`config.mk`:
```
export PLATFORM = sky130hd
export DESIGN_NAME = ssw_host_flat
export DESIGN_NICKNAME = d
export VERILOG_FILES = /design/src/shared/ssw_pkg.sv /design/src/shared/ssw_if.sv /design/src/logic/ssw_host.sv /design/src/flat_wrapper.sv
export SDC_FILE = /design/constraint.sdc
export NUM_CORES = 2
export LEC_CHECK = 0
export ABC_AREA = 1
export BUFFER_PORTS_ARGS = -buffer_cell sky130_fd_sc_hd__buf_2
export CAP_MARGIN = 10
export CORE_ASPECT_RATIO = 1.5
export CORE_UTILIZATION = 25
export CTS_CLUSTER_DIAMETER = 100
export DETAILED_ROUTE_END_ITERATION = 8
export GPL_ROUTABILITY_DRIVEN = 0
export HOLD_SLACK_MARGIN = 0.03
export SYNTH_ARGS = -nofsm -noshare
export SYNTH_HDL_FRONTEND = slang
export SYNTH_HIERARCHICAL = 1
export SYNTH_SLANG_ARGS = --single-unit
```
`constraint.sdc`:
```
create_clock -name clk -period 19.41 [get_ports clk]
set_input_delay 3.882 -clock clk [delete_from_list [all_inputs] [get_ports clk]]
set_output_delay 3.882 -clock clk [all_outputs]
set_load 0.02 [all_outputs]
```
`src/shared/ssw_pkg.sv`:
```
// constants and lane helpers shared by both ends of the burst sram write port
// assumes a single 20 MHz system clock; the link clocks are derived from it
package ssw_pkg;

  // ---------------------------------------------------------------
  // configuration defaults
  // ---------------------------------------------------------------
  localparam int SSW_DEF_WIDTH  = 36;
  localparam int SSW_DEF_ADDR_W = 4;   // kept small: the array is flip-flops
  localparam int SSW_FIFO_DEPTH = 16;
  localparam int SSW_MAX_LANES  = 4;
  localparam int SSW_NIB_LANES  = 2;

  // ---------------------------------------------------------------
  // link timing: one link clock period is four system clocks
  // ---------------------------------------------------------------
  localparam logic [1:0] SSW_PH_PRE_K  = 2'h3;  // edge that raises k
  localparam logic [1:0] SSW_PH_PRE_KB = 2'h1;  // edge that raises kb

  // ---------------------------------------------------------------
  // controller register map (byte addresses)
  // ---------------------------------------------------------------
  localparam logic [4:0] SSW_REG_WADDR   = 5'h00;
  localparam logic [4:0] SSW_REG_DATA0   = 5'h04;
  localparam logic [4:0] SSW_REG_DATA1   = 5'h08;
  localparam logic [4:0] SSW_REG_MASK    = 5'h0c;
  localparam logic [4:0] SSW_REG_CMD     = 5'h10;
  localparam logic [4:0] SSW_REG_STATUS  = 5'h14;
  localparam logic [4:0] SSW_REG_DATA0_H = 5'h18;
  localparam logic [4:0] SSW_REG_DATA1_H = 5'h1c;
  localparam logic [7:0] SSW_MASK_RESET  = 8'hff;
  localparam int         SSW_ST_NEMPTY   = 0;
  localparam int         SSW_ST_FULL     = 1;
  localparam int         SSW_ST_BUSY     = 2;
  localparam int         SSW_ST_SENT_LSB = 16;

  // ---------------------------------------------------------------
  // lane geometry
  // ---------------------------------------------------------------
  function automatic int ssw_lanes(input int width);
    return (width == 8) ? SSW_NIB_LANES : width / 9;
  endfunction : ssw_lanes

  function automatic int ssw_lane_w(input int width);
    return (width == 8) ? 4 : 9;
  endfunction : ssw_lane_w

  function automatic bit ssw_width_ok(input int width);
    return (width == 8) || (width == 9) || (width == 18) || (width == 36);
  endfunction : ssw_width_ok

endpackage : ssw_pkg

```
`src/shared/ssw_if.sv`:
```
// link between the write-port controller and the sram write port
// assumes both ends run on the same system clock; k and kb are plain signals
`timescale 1ns/100ps
interface ssw_if #(
  parameter int WIDTH  = 36,
  parameter int ADDR_W = 4
);
  logic              k;
  logic              kb;
  logic              write_port_select_n;
  logic [ADDR_W-1:0] addr;
  logic [WIDTH-1:0]  wdata;
  logic [1:0]        nibble_write_mask_n;
  logic [3:0]        byte_lane_write_mask_n;

  modport dev (
    input k,
    input kb,
    input write_port_select_n,
    input addr,
    input wdata,
    input nibble_write_mask_n,
    input byte_lane_write_mask_n
  );

  modport host (
    output k,
    output kb,
    output write_port_select_n,
    output addr,
    output wdata,
    output nibble_write_mask_n,
    output byte_lane_write_mask_n
  );
endinterface : ssw_if

```
`src/logic/ssw_host.sv`:
```
// write-port controller: avalon-mm registers, a command fifo and the link driver
// assumes one system clock; k and kb are divided from it by four
`timescale 1ns/100ps
module ssw_fifo #(
  parameter int W     = 8,
  parameter int DEPTH = 16
) (
  input  wire logic         clk,
  input  wire logic         srst,
  input  wire logic         in_valid,
  output logic              in_ready,
  input  wire logic [W-1:0] in_data,
  output logic              out_valid,
  input  wire logic         out_ready,
  output logic      [W-1:0] out_data,
  output logic      [$clog2(DEPTH+1)-1:0] level
);
  localparam int PW = $clog2(DEPTH);
  localparam int CW = $clog2(DEPTH + 1);

  if (DEPTH < 2 || (2 ** PW) != DEPTH) begin : g_bad_depth
    $error("ssw_fifo: DEPTH must be a power of two, at least 2");
  end

  logic [W-1:0]  mem_q [0:DEPTH-1];
  logic [PW-1:0] wp_q;
  logic [PW-1:0] rp_q;
  logic [CW-1:0] cnt_q;
  logic          push;
  logic          pop;

  assign in_ready  = (cnt_q != CW'(DEPTH));
  assign out_valid = (cnt_q != '0);
  assign push      = in_valid & in_ready;
  assign pop       = out_valid & out_ready;
  assign out_data  = mem_q[rp_q];
  assign level     = cnt_q;

  always_ff @(posedge clk) begin
    if (push) begin
      mem_q[wp_q] <= in_data;
    end
  end

  always_ff @(posedge clk) begin
    if (srst) begin
      wp_q  <= '0;
      rp_q  <= '0;
      cnt_q <= '0;
    end else begin
      wp_q  <= push ? wp_q + PW'(1) : wp_q;
      rp_q  <= pop ? rp_q + PW'(1) : rp_q;
      cnt_q <= cnt_q + CW'(push) - CW'(pop);
    end
  end
endmodule : ssw_fifo

module ssw_host
  import ssw_pkg::*;
#(
  parameter int WIDTH      = SSW_DEF_WIDTH,
  parameter int ADDR_W     = SSW_DEF_ADDR_W,
  parameter int FIFO_DEPTH = SSW_FIFO_DEPTH
) (
  input  wire logic        clk,
  input  wire logic        srst,
  ssw_if.host              link,
  input  wire logic [4:0]  avs_address,
  input  wire logic        avs_read,
  input  wire logic        avs_write,
  input  wire logic [31:0] avs_writedata,
  output logic      [31:0] avs_readdata,
  output logic             avs_waitrequest
);
  localparam int EW = ADDR_W + 2 * WIDTH + 8;

  if (!ssw_width_ok(WIDTH) || ADDR_W < 1 || ADDR_W > 32) begin : g_bad_cfg
    $error("ssw_host: unsupported WIDTH or ADDR_W");
  end

  // ---------------------------------------------------------------
  // avalon slave: every access waits at least one cycle, then completes
  // ---------------------------------------------------------------
  logic [31:0]       waddr_q;
  logic [63:0]       data0_q;
  logic [63:0]       data1_q;
  logic [7:0]        mask_q;
  logic [15:0]       sent_q;
  logic              wait_q;
  logic [31:0]       rdata_q;
  logic [31:0]       rd_val;
  logic              acc;
  logic              is_cmd;
  logic              f_in_ready;
  logic              f_out_valid;
  logic              f_out_ready;
  logic [EW-1:0]     f_out_data;
  logic              busy_q;

  assign acc    = (avs_read | avs_write) & ~wait_q;
  assign is_cmd = avs_write & (avs_address == SSW_REG_CMD);

  always_comb begin
    rd_val = 32'h0000_0000;
    unique case (avs_address)
      SSW_REG_WADDR:   rd_val = waddr_q;
      SSW_REG_DATA0:   rd_val = data0_q[31:0];
      SSW_REG_DATA1:   rd_val = data1_q[31:0];
      SSW_REG_DATA0_H: rd_val = data0_q[63:32];
      SSW_REG_DATA1_H: rd_val = data1_q[63:32];
      SSW_REG_MASK:    rd_val = {24'h00_0000, mask_q};
      SSW_REG_STATUS: begin
        rd_val[SSW_ST_NEMPTY]                     = f_out_valid;
        rd_val[SSW_ST_FULL]                       = ~f_in_ready;
        rd_val[SSW_ST_BUSY]                       = busy_q;
        rd_val[SSW_ST_SENT_LSB+:16]               = sent_q;
      end
      default:         rd_val = 32'h0000_0000;
    endcase
  end

  // a command write is held off while the fifo is full
  always_ff @(posedge clk) begin
    if (srst) begin
      wait_q  <= 1'b1;
      rdata_q <= 32'h0000_0000;
    end else if (!wait_q) begin
      wait_q <= 1'b1;
    end else if ((avs_read || avs_write) && (!is_cmd || f_in_ready)) begin
      wait_q  <= 1'b0;
      rdata_q <= rd_val;
    end
  end

  always_ff @(posedge clk) begin
    if (srst) begin
      waddr_q <= 32'h0000_0000;
      data0_q <= 64'h0;
      data1_q <= 64'h0;
      mask_q  <= SSW_MASK_RESET;
    end else if (acc && avs_write) begin
      unique case (avs_address)
        SSW_REG_WADDR:   waddr_q         <= avs_writedata;
        SSW_REG_DATA0:   data0_q[31:0]   <= avs_writedata;
        SSW_REG_DATA1:   data1_q[31:0]   <= avs_writedata;
        SSW_REG_DATA0_H: data0_q[63:32]  <= avs_writedata;
        SSW_REG_DATA1_H: data1_q[63:32]  <= avs_writedata;
        SSW_REG_MASK:    mask_q          <= avs_writedata[7:0];
        default: ;
      endcase
    end
  end

  assign avs_waitrequest = wait_q;
  assign avs_readdata    = rdata_q;

  // ---------------------------------------------------------------
  // command fifo: {addr, beat1, mask1_n, beat0, mask0_n}
  // ---------------------------------------------------------------
  // masks are inverted on entry so the pins come straight from flops
  ssw_fifo #(.W(EW), .DEPTH(FIFO_DEPTH)) i_ssw_fifo (
    .clk       (clk),
    .srst      (srst),
    .in_valid  (acc & is_cmd),
    .in_ready  (f_in_ready),
    .in_data   ({waddr_q[ADDR_W-1:0], data1_q[WIDTH-1:0], ~mask_q[7:4],
                 data0_q[WIDTH-1:0], ~mask_q[3:0]}),
    .out_valid (f_out_valid),
    .out_ready (f_out_ready),
    .out_data  (f_out_data),
    .level     ()
  );

  // ---------------------------------------------------------------
  // link driver: k high in phases 0-1, kb high in phases 2-3
  // ---------------------------------------------------------------
  logic [1:0]        phase_q;
  logic              k_q;
  logic              kb_q;
  logic              sel_n_q;
  logic [ADDR_W-1:0] addr_q;
  logic [WIDTH-1:0]  wdata_q;
  logic [3:0]        lane_n_q;
  logic [ADDR_W-1:0] b_addr_q;
  logic [WIDTH-1:0]  b_data_q;
  logic [3:0]        b_lane_n_q;

  // pops only just before k rises, so select and first beat leave together
  assign f_out_ready = (phase_q == SSW_PH_PRE_K);

  always_ff @(posedge clk) begin
    if (srst) begin
      phase_q <= 2'h0;
      k_q     <= 1'b0;
      kb_q    <= 1'b0;
    end else begin
      phase_q <= phase_q + 2'h1;
      if (phase_q == SSW_PH_PRE_K) begin
        k_q  <= 1'b1;
        kb_q <= 1'b0;
      end else if (phase_q == SSW_PH_PRE_KB) begin
        k_q  <= 1'b0;
        kb_q <= 1'b1;
      end
    end
  end

  always_ff @(posedge clk) begin
    if (srst) begin
      sel_n_q    <= 1'b1;
      addr_q     <= '0;
      wdata_q    <= '0;
      lane_n_q   <= 4'hf;
      b_addr_q   <= '0;
      b_data_q   <= '0;
      b_lane_n_q <= 4'hf;
      busy_q     <= 1'b0;
      sent_q     <= 16'h0000;
    end else if (phase_q == SSW_PH_PRE_K) begin
      sel_n_q <= ~f_out_valid;
      busy_q  <= f_out_valid;
      if (f_out_valid) begin
        {b_addr_q, b_data_q, b_lane_n_q, wdata_q, lane_n_q} <= f_out_data;
        sent_q <= sent_q + 16'h0001;
      end
    end else if (phase_q == SSW_PH_PRE_KB && busy_q) begin
      addr_q   <= b_addr_q;
      wdata_q  <= b_data_q;
      lane_n_q <= b_lane_n_q;
    end
  end

  assign link.k                      = k_q;
  assign link.kb                     = kb_q;
  assign link.write_port_select_n    = sel_n_q;
  assign link.addr                   = addr_q;
  assign link.wdata                  = wdata_q;
  assign link.nibble_write_mask_n    = lane_n_q[1:0];
  assign link.byte_lane_write_mask_n = lane_n_q;

endmodule : ssw_host

```
`src/flat_wrapper.sv`:
```
// flat-port wrapper written by rule: the top's interface ports become plain ports
module ssw_host_flat import ssw_pkg::*;
#(
  parameter int WIDTH      = SSW_DEF_WIDTH,
  parameter int ADDR_W     = SSW_DEF_ADDR_W,
  parameter int FIFO_DEPTH = SSW_FIFO_DEPTH
)
  (clk, srst, avs_address, avs_read, avs_write, avs_writedata, avs_readdata, avs_waitrequest, link_k, link_kb, link_write_port_select_n, link_addr, link_wdata, link_nibble_write_mask_n, link_byte_lane_write_mask_n);
  ssw_if #(.WIDTH(WIDTH), .ADDR_W(ADDR_W)) link_i ();
  input  wire logic clk;
  input  wire logic srst;
  input  wire logic [4:0] avs_address;
  input  wire logic avs_read;
  input  wire logic avs_write;
  input  wire logic [31:0] avs_writedata;
  output logic      [31:0] avs_readdata;
  output logic avs_waitrequest;
  output wire logic [$bits(link_i.k)-1:0] link_k;
  output wire logic [$bits(link_i.kb)-1:0] link_kb;
  output wire logic [$bits(link_i.write_port_select_n)-1:0] link_write_port_select_n;
  output wire logic [$bits(link_i.addr)-1:0] link_addr;
  output wire logic [$bits(link_i.wdata)-1:0] link_wdata;
  output wire logic [$bits(link_i.nibble_write_mask_n)-1:0] link_nibble_write_mask_n;
  output wire logic [$bits(link_i.byte_lane_write_mask_n)-1:0] link_byte_lane_write_mask_n;
  assign link_k = link_i.k;
  assign link_kb = link_i.kb;
  assign link_write_port_select_n = link_i.write_port_select_n;
  assign link_addr = link_i.addr;
  assign link_wdata = link_i.wdata;
  assign link_nibble_write_mask_n = link_i.nibble_write_mask_n;
  assign link_byte_lane_write_mask_n = link_i.byte_lane_write_mask_n;
  ssw_host #(.WIDTH(WIDTH), .ADDR_W(ADDR_W), .FIFO_DEPTH(FIFO_DEPTH)) u_core (.clk(clk), .srst(srst), .link(link_i), .avs_address(avs_address), .avs_read(avs_read), .avs_write(avs_write), .avs_writedata(avs_writedata), .avs_readdata(avs_readdata), .avs_waitrequest(avs_waitrequest));
endmodule
```
==> reports/results.ini <==
[outcome]
status = finished, final reports clean

[critical_path]
crit_chain = buf_2 -> buf_4 -> inv_4 -> nor3_1 -> nand2_1 -> inv_1 -> nand2_1 -> nor2_4 -> buf_4
crit_slowest_cell = buf_4
crit_path_max_incr_delay_ns = 0.91
cp_max_fo = 72
cp.arrival_ns = 8.63
critPathLaunch = avs_address[4]
worstSetupPathType = in -> reg
setup.worst_path.end_class = register
cp_data_required_time_ns = 19.82
worst_setup_path_start_kind = input pin

[synthesis]
synth_enable_flop_cells = 1344
synth_compound_area_share_pct = 2.837
synth.area.mux_share_pct = 0
ys_seq_elements = 1672
avgSynthCellArea_sq_um = 9.662
synth_top_family_by_area = simple AND/OR/NAND/NOR gates
yosys_warnings = 6
ys.flop_type = edfxtp_1
synth-async-reset-ratio_pct = 0
synth_fa_ha_area_share_pct = 0.2732
syn_inst = 7395
syn_nets = 7451
netlist_area_sq_mm = 0.07145
synthDistinctLibCells = 39
synth_simple_gate_area_share_pct = 22.33
ys_seq_area_share_pct = 65.67
synth-xor-area-share_pct = 0.04903

[sta]
hold_viol_final = 0
max_slew_margin_pct = 21.25
rsz0062_at_grt = no
fin_setup_tns_ns = 0
clock_skew_ns = 0.05224
finalSetupViolations = 0
post-route-period-util_pct = 42.38
period_needed_ns = 8.226
timing.fmax_ghz = 0.1216
finalMaxSlewViolations = 0
tightest_slew_ns = 1.180

[finish]
final_common_cell = nand2_1
multi_input_area_sq_mm = 0.01837
layout_common_cells = nand2_1 (2081), edfxtp_1 (1344), inv_1 (1100)
seq_area_sq_mm = 0.04694
drive_above_1_share_pct = 6.356
fin_area_sq_mm = 0.08031
nets = 7375
stdcell_count = 11180
fill_cells = 29690
syn_to_final_growth_pct = 12.40
fin_util_pct = 28.21

[placed_design]
numPlacedInstances = 10920
placed_area_sq_mm = 0.07549
portBuffers = 122
hpwl_microns = 123000

[clock_network]
cts_made_buffers = 149
clockBufferDepth = 4
cts_resized = 0
htree_num_levels = 4
cts.root.buffer_cell = clkbuf_16
cts_tree = yes
path_clk_slew_ns = 0.07
post_cts_buffers = 0
cts_sinks = 1672
cts_hold_buf = 0
clkLatencyLatePin_ns = 0.82

[floorplanning]
start_util_pct = 25.10
ios = 123
core_area_sq_mm = 0.2847
die_h_microns = 656.8
num_rows = 240
die_area_sq_mm = 0.2880
die_x_microns = 438.5

[grt]
grt_util_all_layers_pct = 14.26
grt_remaining_overflow = 0
grt_max_degree = 200
grt_pass1_vias = 47770
grt_pass1_wl_microns = 311600
antenna_found_initial = 5

[detailed_routing]
ant_nets = 0
drt_wl_total_microns = 211000
first_pass_iters = 6
wire_per_inst_microns = 18.88
via_count = 50080
drcViolationCount = 0
viasPerCell = 4.480
drt_iter0_drc = 4568

[power_and_ir_drop]
powerDensity_mw_per_mm2 = 91.65
leakagePower_nw = 33.13
vdd_drop_max_mv = 0.07521

[min_path]
min-delay-start = u_core/avs_readdata[7]
hold_class = reg -> reg

[job]
maxCapViolCount = 0

## state kept, by name (all words and copies together), names as in the netlist, 2 cells and up, named ones only
name / flops
u_core/avs_readdata: 32
u_core/b_addr_q: 4
u_core/b_data_q: 36
u_core/b_lane_n_q: 4
u_core/data0_q: 64
u_core/data1_q: 64
u_core/i_ssw_fifo/level: 5
u_core/i_ssw_fifo/mem_q: 1344
u_core/i_ssw_fifo/rp_q: 4
u_core/i_ssw_fifo/wp_q: 4
u_core/link.addr: 4
u_core/link.byte_lane_write_mask_n: 4
u_core/link.wdata: 36
u_core/mask_q: 8
u_core/phase_q: 2
u_core/sent_q: 16
u_core/waddr_q: 32
## synthesized netlist by cell type, types with 2 or more instances
cell type  number  area share (%)
clkinv_1        2           0.011
nor2_2          5           0.044
o211ai_1        8           0.084
nand4_1       154             1.3
buf_1          32            0.17
buf_4          46            0.48
xor2_1          3           0.037
clkbuf_1      125            0.66
a31oi_1        36            0.32
buf_6           9            0.14
edfxtp_1     1344              56
buf_2         214             1.5
dfxtp_1       328             9.2
inv_2          13           0.068
nand3_2         3           0.042
nand2_1      2081              11
inv_1        1103             5.8
o21ai_1        66            0.46
nor2_4          5           0.079
nand2_2         3           0.026
o21ai_0       209             1.5
ha_1           14            0.25
nand3_1      1031             7.2
o311ai_0        4           0.049
nor3_1         10           0.070
a21oi_1        61            0.43
nor2_1        474             2.5
## final timing paths
| kind | to | slack (ns) | depth (start not counted) |
|---|---|---|---|
| worst max register to register | u_core/link.wdata[12] | 14.37 | 12 |
| worst min register to register | u_core/avs_readdata[7] | 0.46 | 2 |
| worst min-delay path | u_core/avs_readdata[7] | 0.46 | 2 |
| worst max-delay path | u_core/i_ssw_fifo/mem_q[10][58] | 11.18 | 9 |
## power breakdown
| group | switching, mW | internal, mW | total (mW) | leakage, nW |
|---|---|---|---|---|
| clock network | 1.31 | 1.68 | 3.00 | 2.34 |
| registers | 0.0300 | 3.84 | 3.87 | 14.5 |
| logic | 0.365 | 0.126 | 0.491 | 16.3 |
| total | 1.71 | 5.65 | 7.36 | 33.1 |
## final cells by class
cell class / instances / area share, %
clock inverter: 67 / 0.8896
inverter: 1120 / 5.284
multi-input combinational: 4177 / 22.87
clock buffer: 191 / 5.108
tap: 3751 / 5.844
sequential: 1672 / 58.45
timing repair buffer: 199 / 1.552
antenna: 2 / 0.006232
## routing by layer
layer | vias to the layer above | global-route usage [%] | wire length, microns
met5 | - | 0 | 0
met1 | 24140 | 16.69 | 81340
li1 | 23840 | - | -
met2 | 1674 | 25.81 | 108000
met4 | 0 | 5.784 | 8156
met3 | 424 | 2.077 | 13550
## critical path: cells and delay by family
kind | cells | cell delay, ns
and+or+nand+nor | 4 | 2.36
buffers and inverters | 5 | 2.25
## cells by family after synthesis
| family | count (synthesis) |
|---|---|
| buffers and inverters | 1546 |
| xor gates and xnor gates | 4 |
| DFF | 1672 |
| AOI/OAI and AO/OA | 387 |
| adders and majority gates | 15 |
| and+or+nand+nor | 3771 |
## through the flow
| step | hold slack, ns | power [mW] | setup WS, ns |
|---|---|---|---|
| after floorplan | 0.4215 | 4.264 | 10.21 |
| after global placement | 0.4507 | 4.445 | 10.35 |
| after detailed placement | 0.4514 | 4.446 | 10.33 |
| after CTS | 0.4624 | 7.420 | 11.18 |
| after global routing | 0.4774 | 7.577 | 10.88 |
| final | 0.4603 | 7.361 | 11.18 |
No activity file was read; power rests on OpenSTA's default activity.
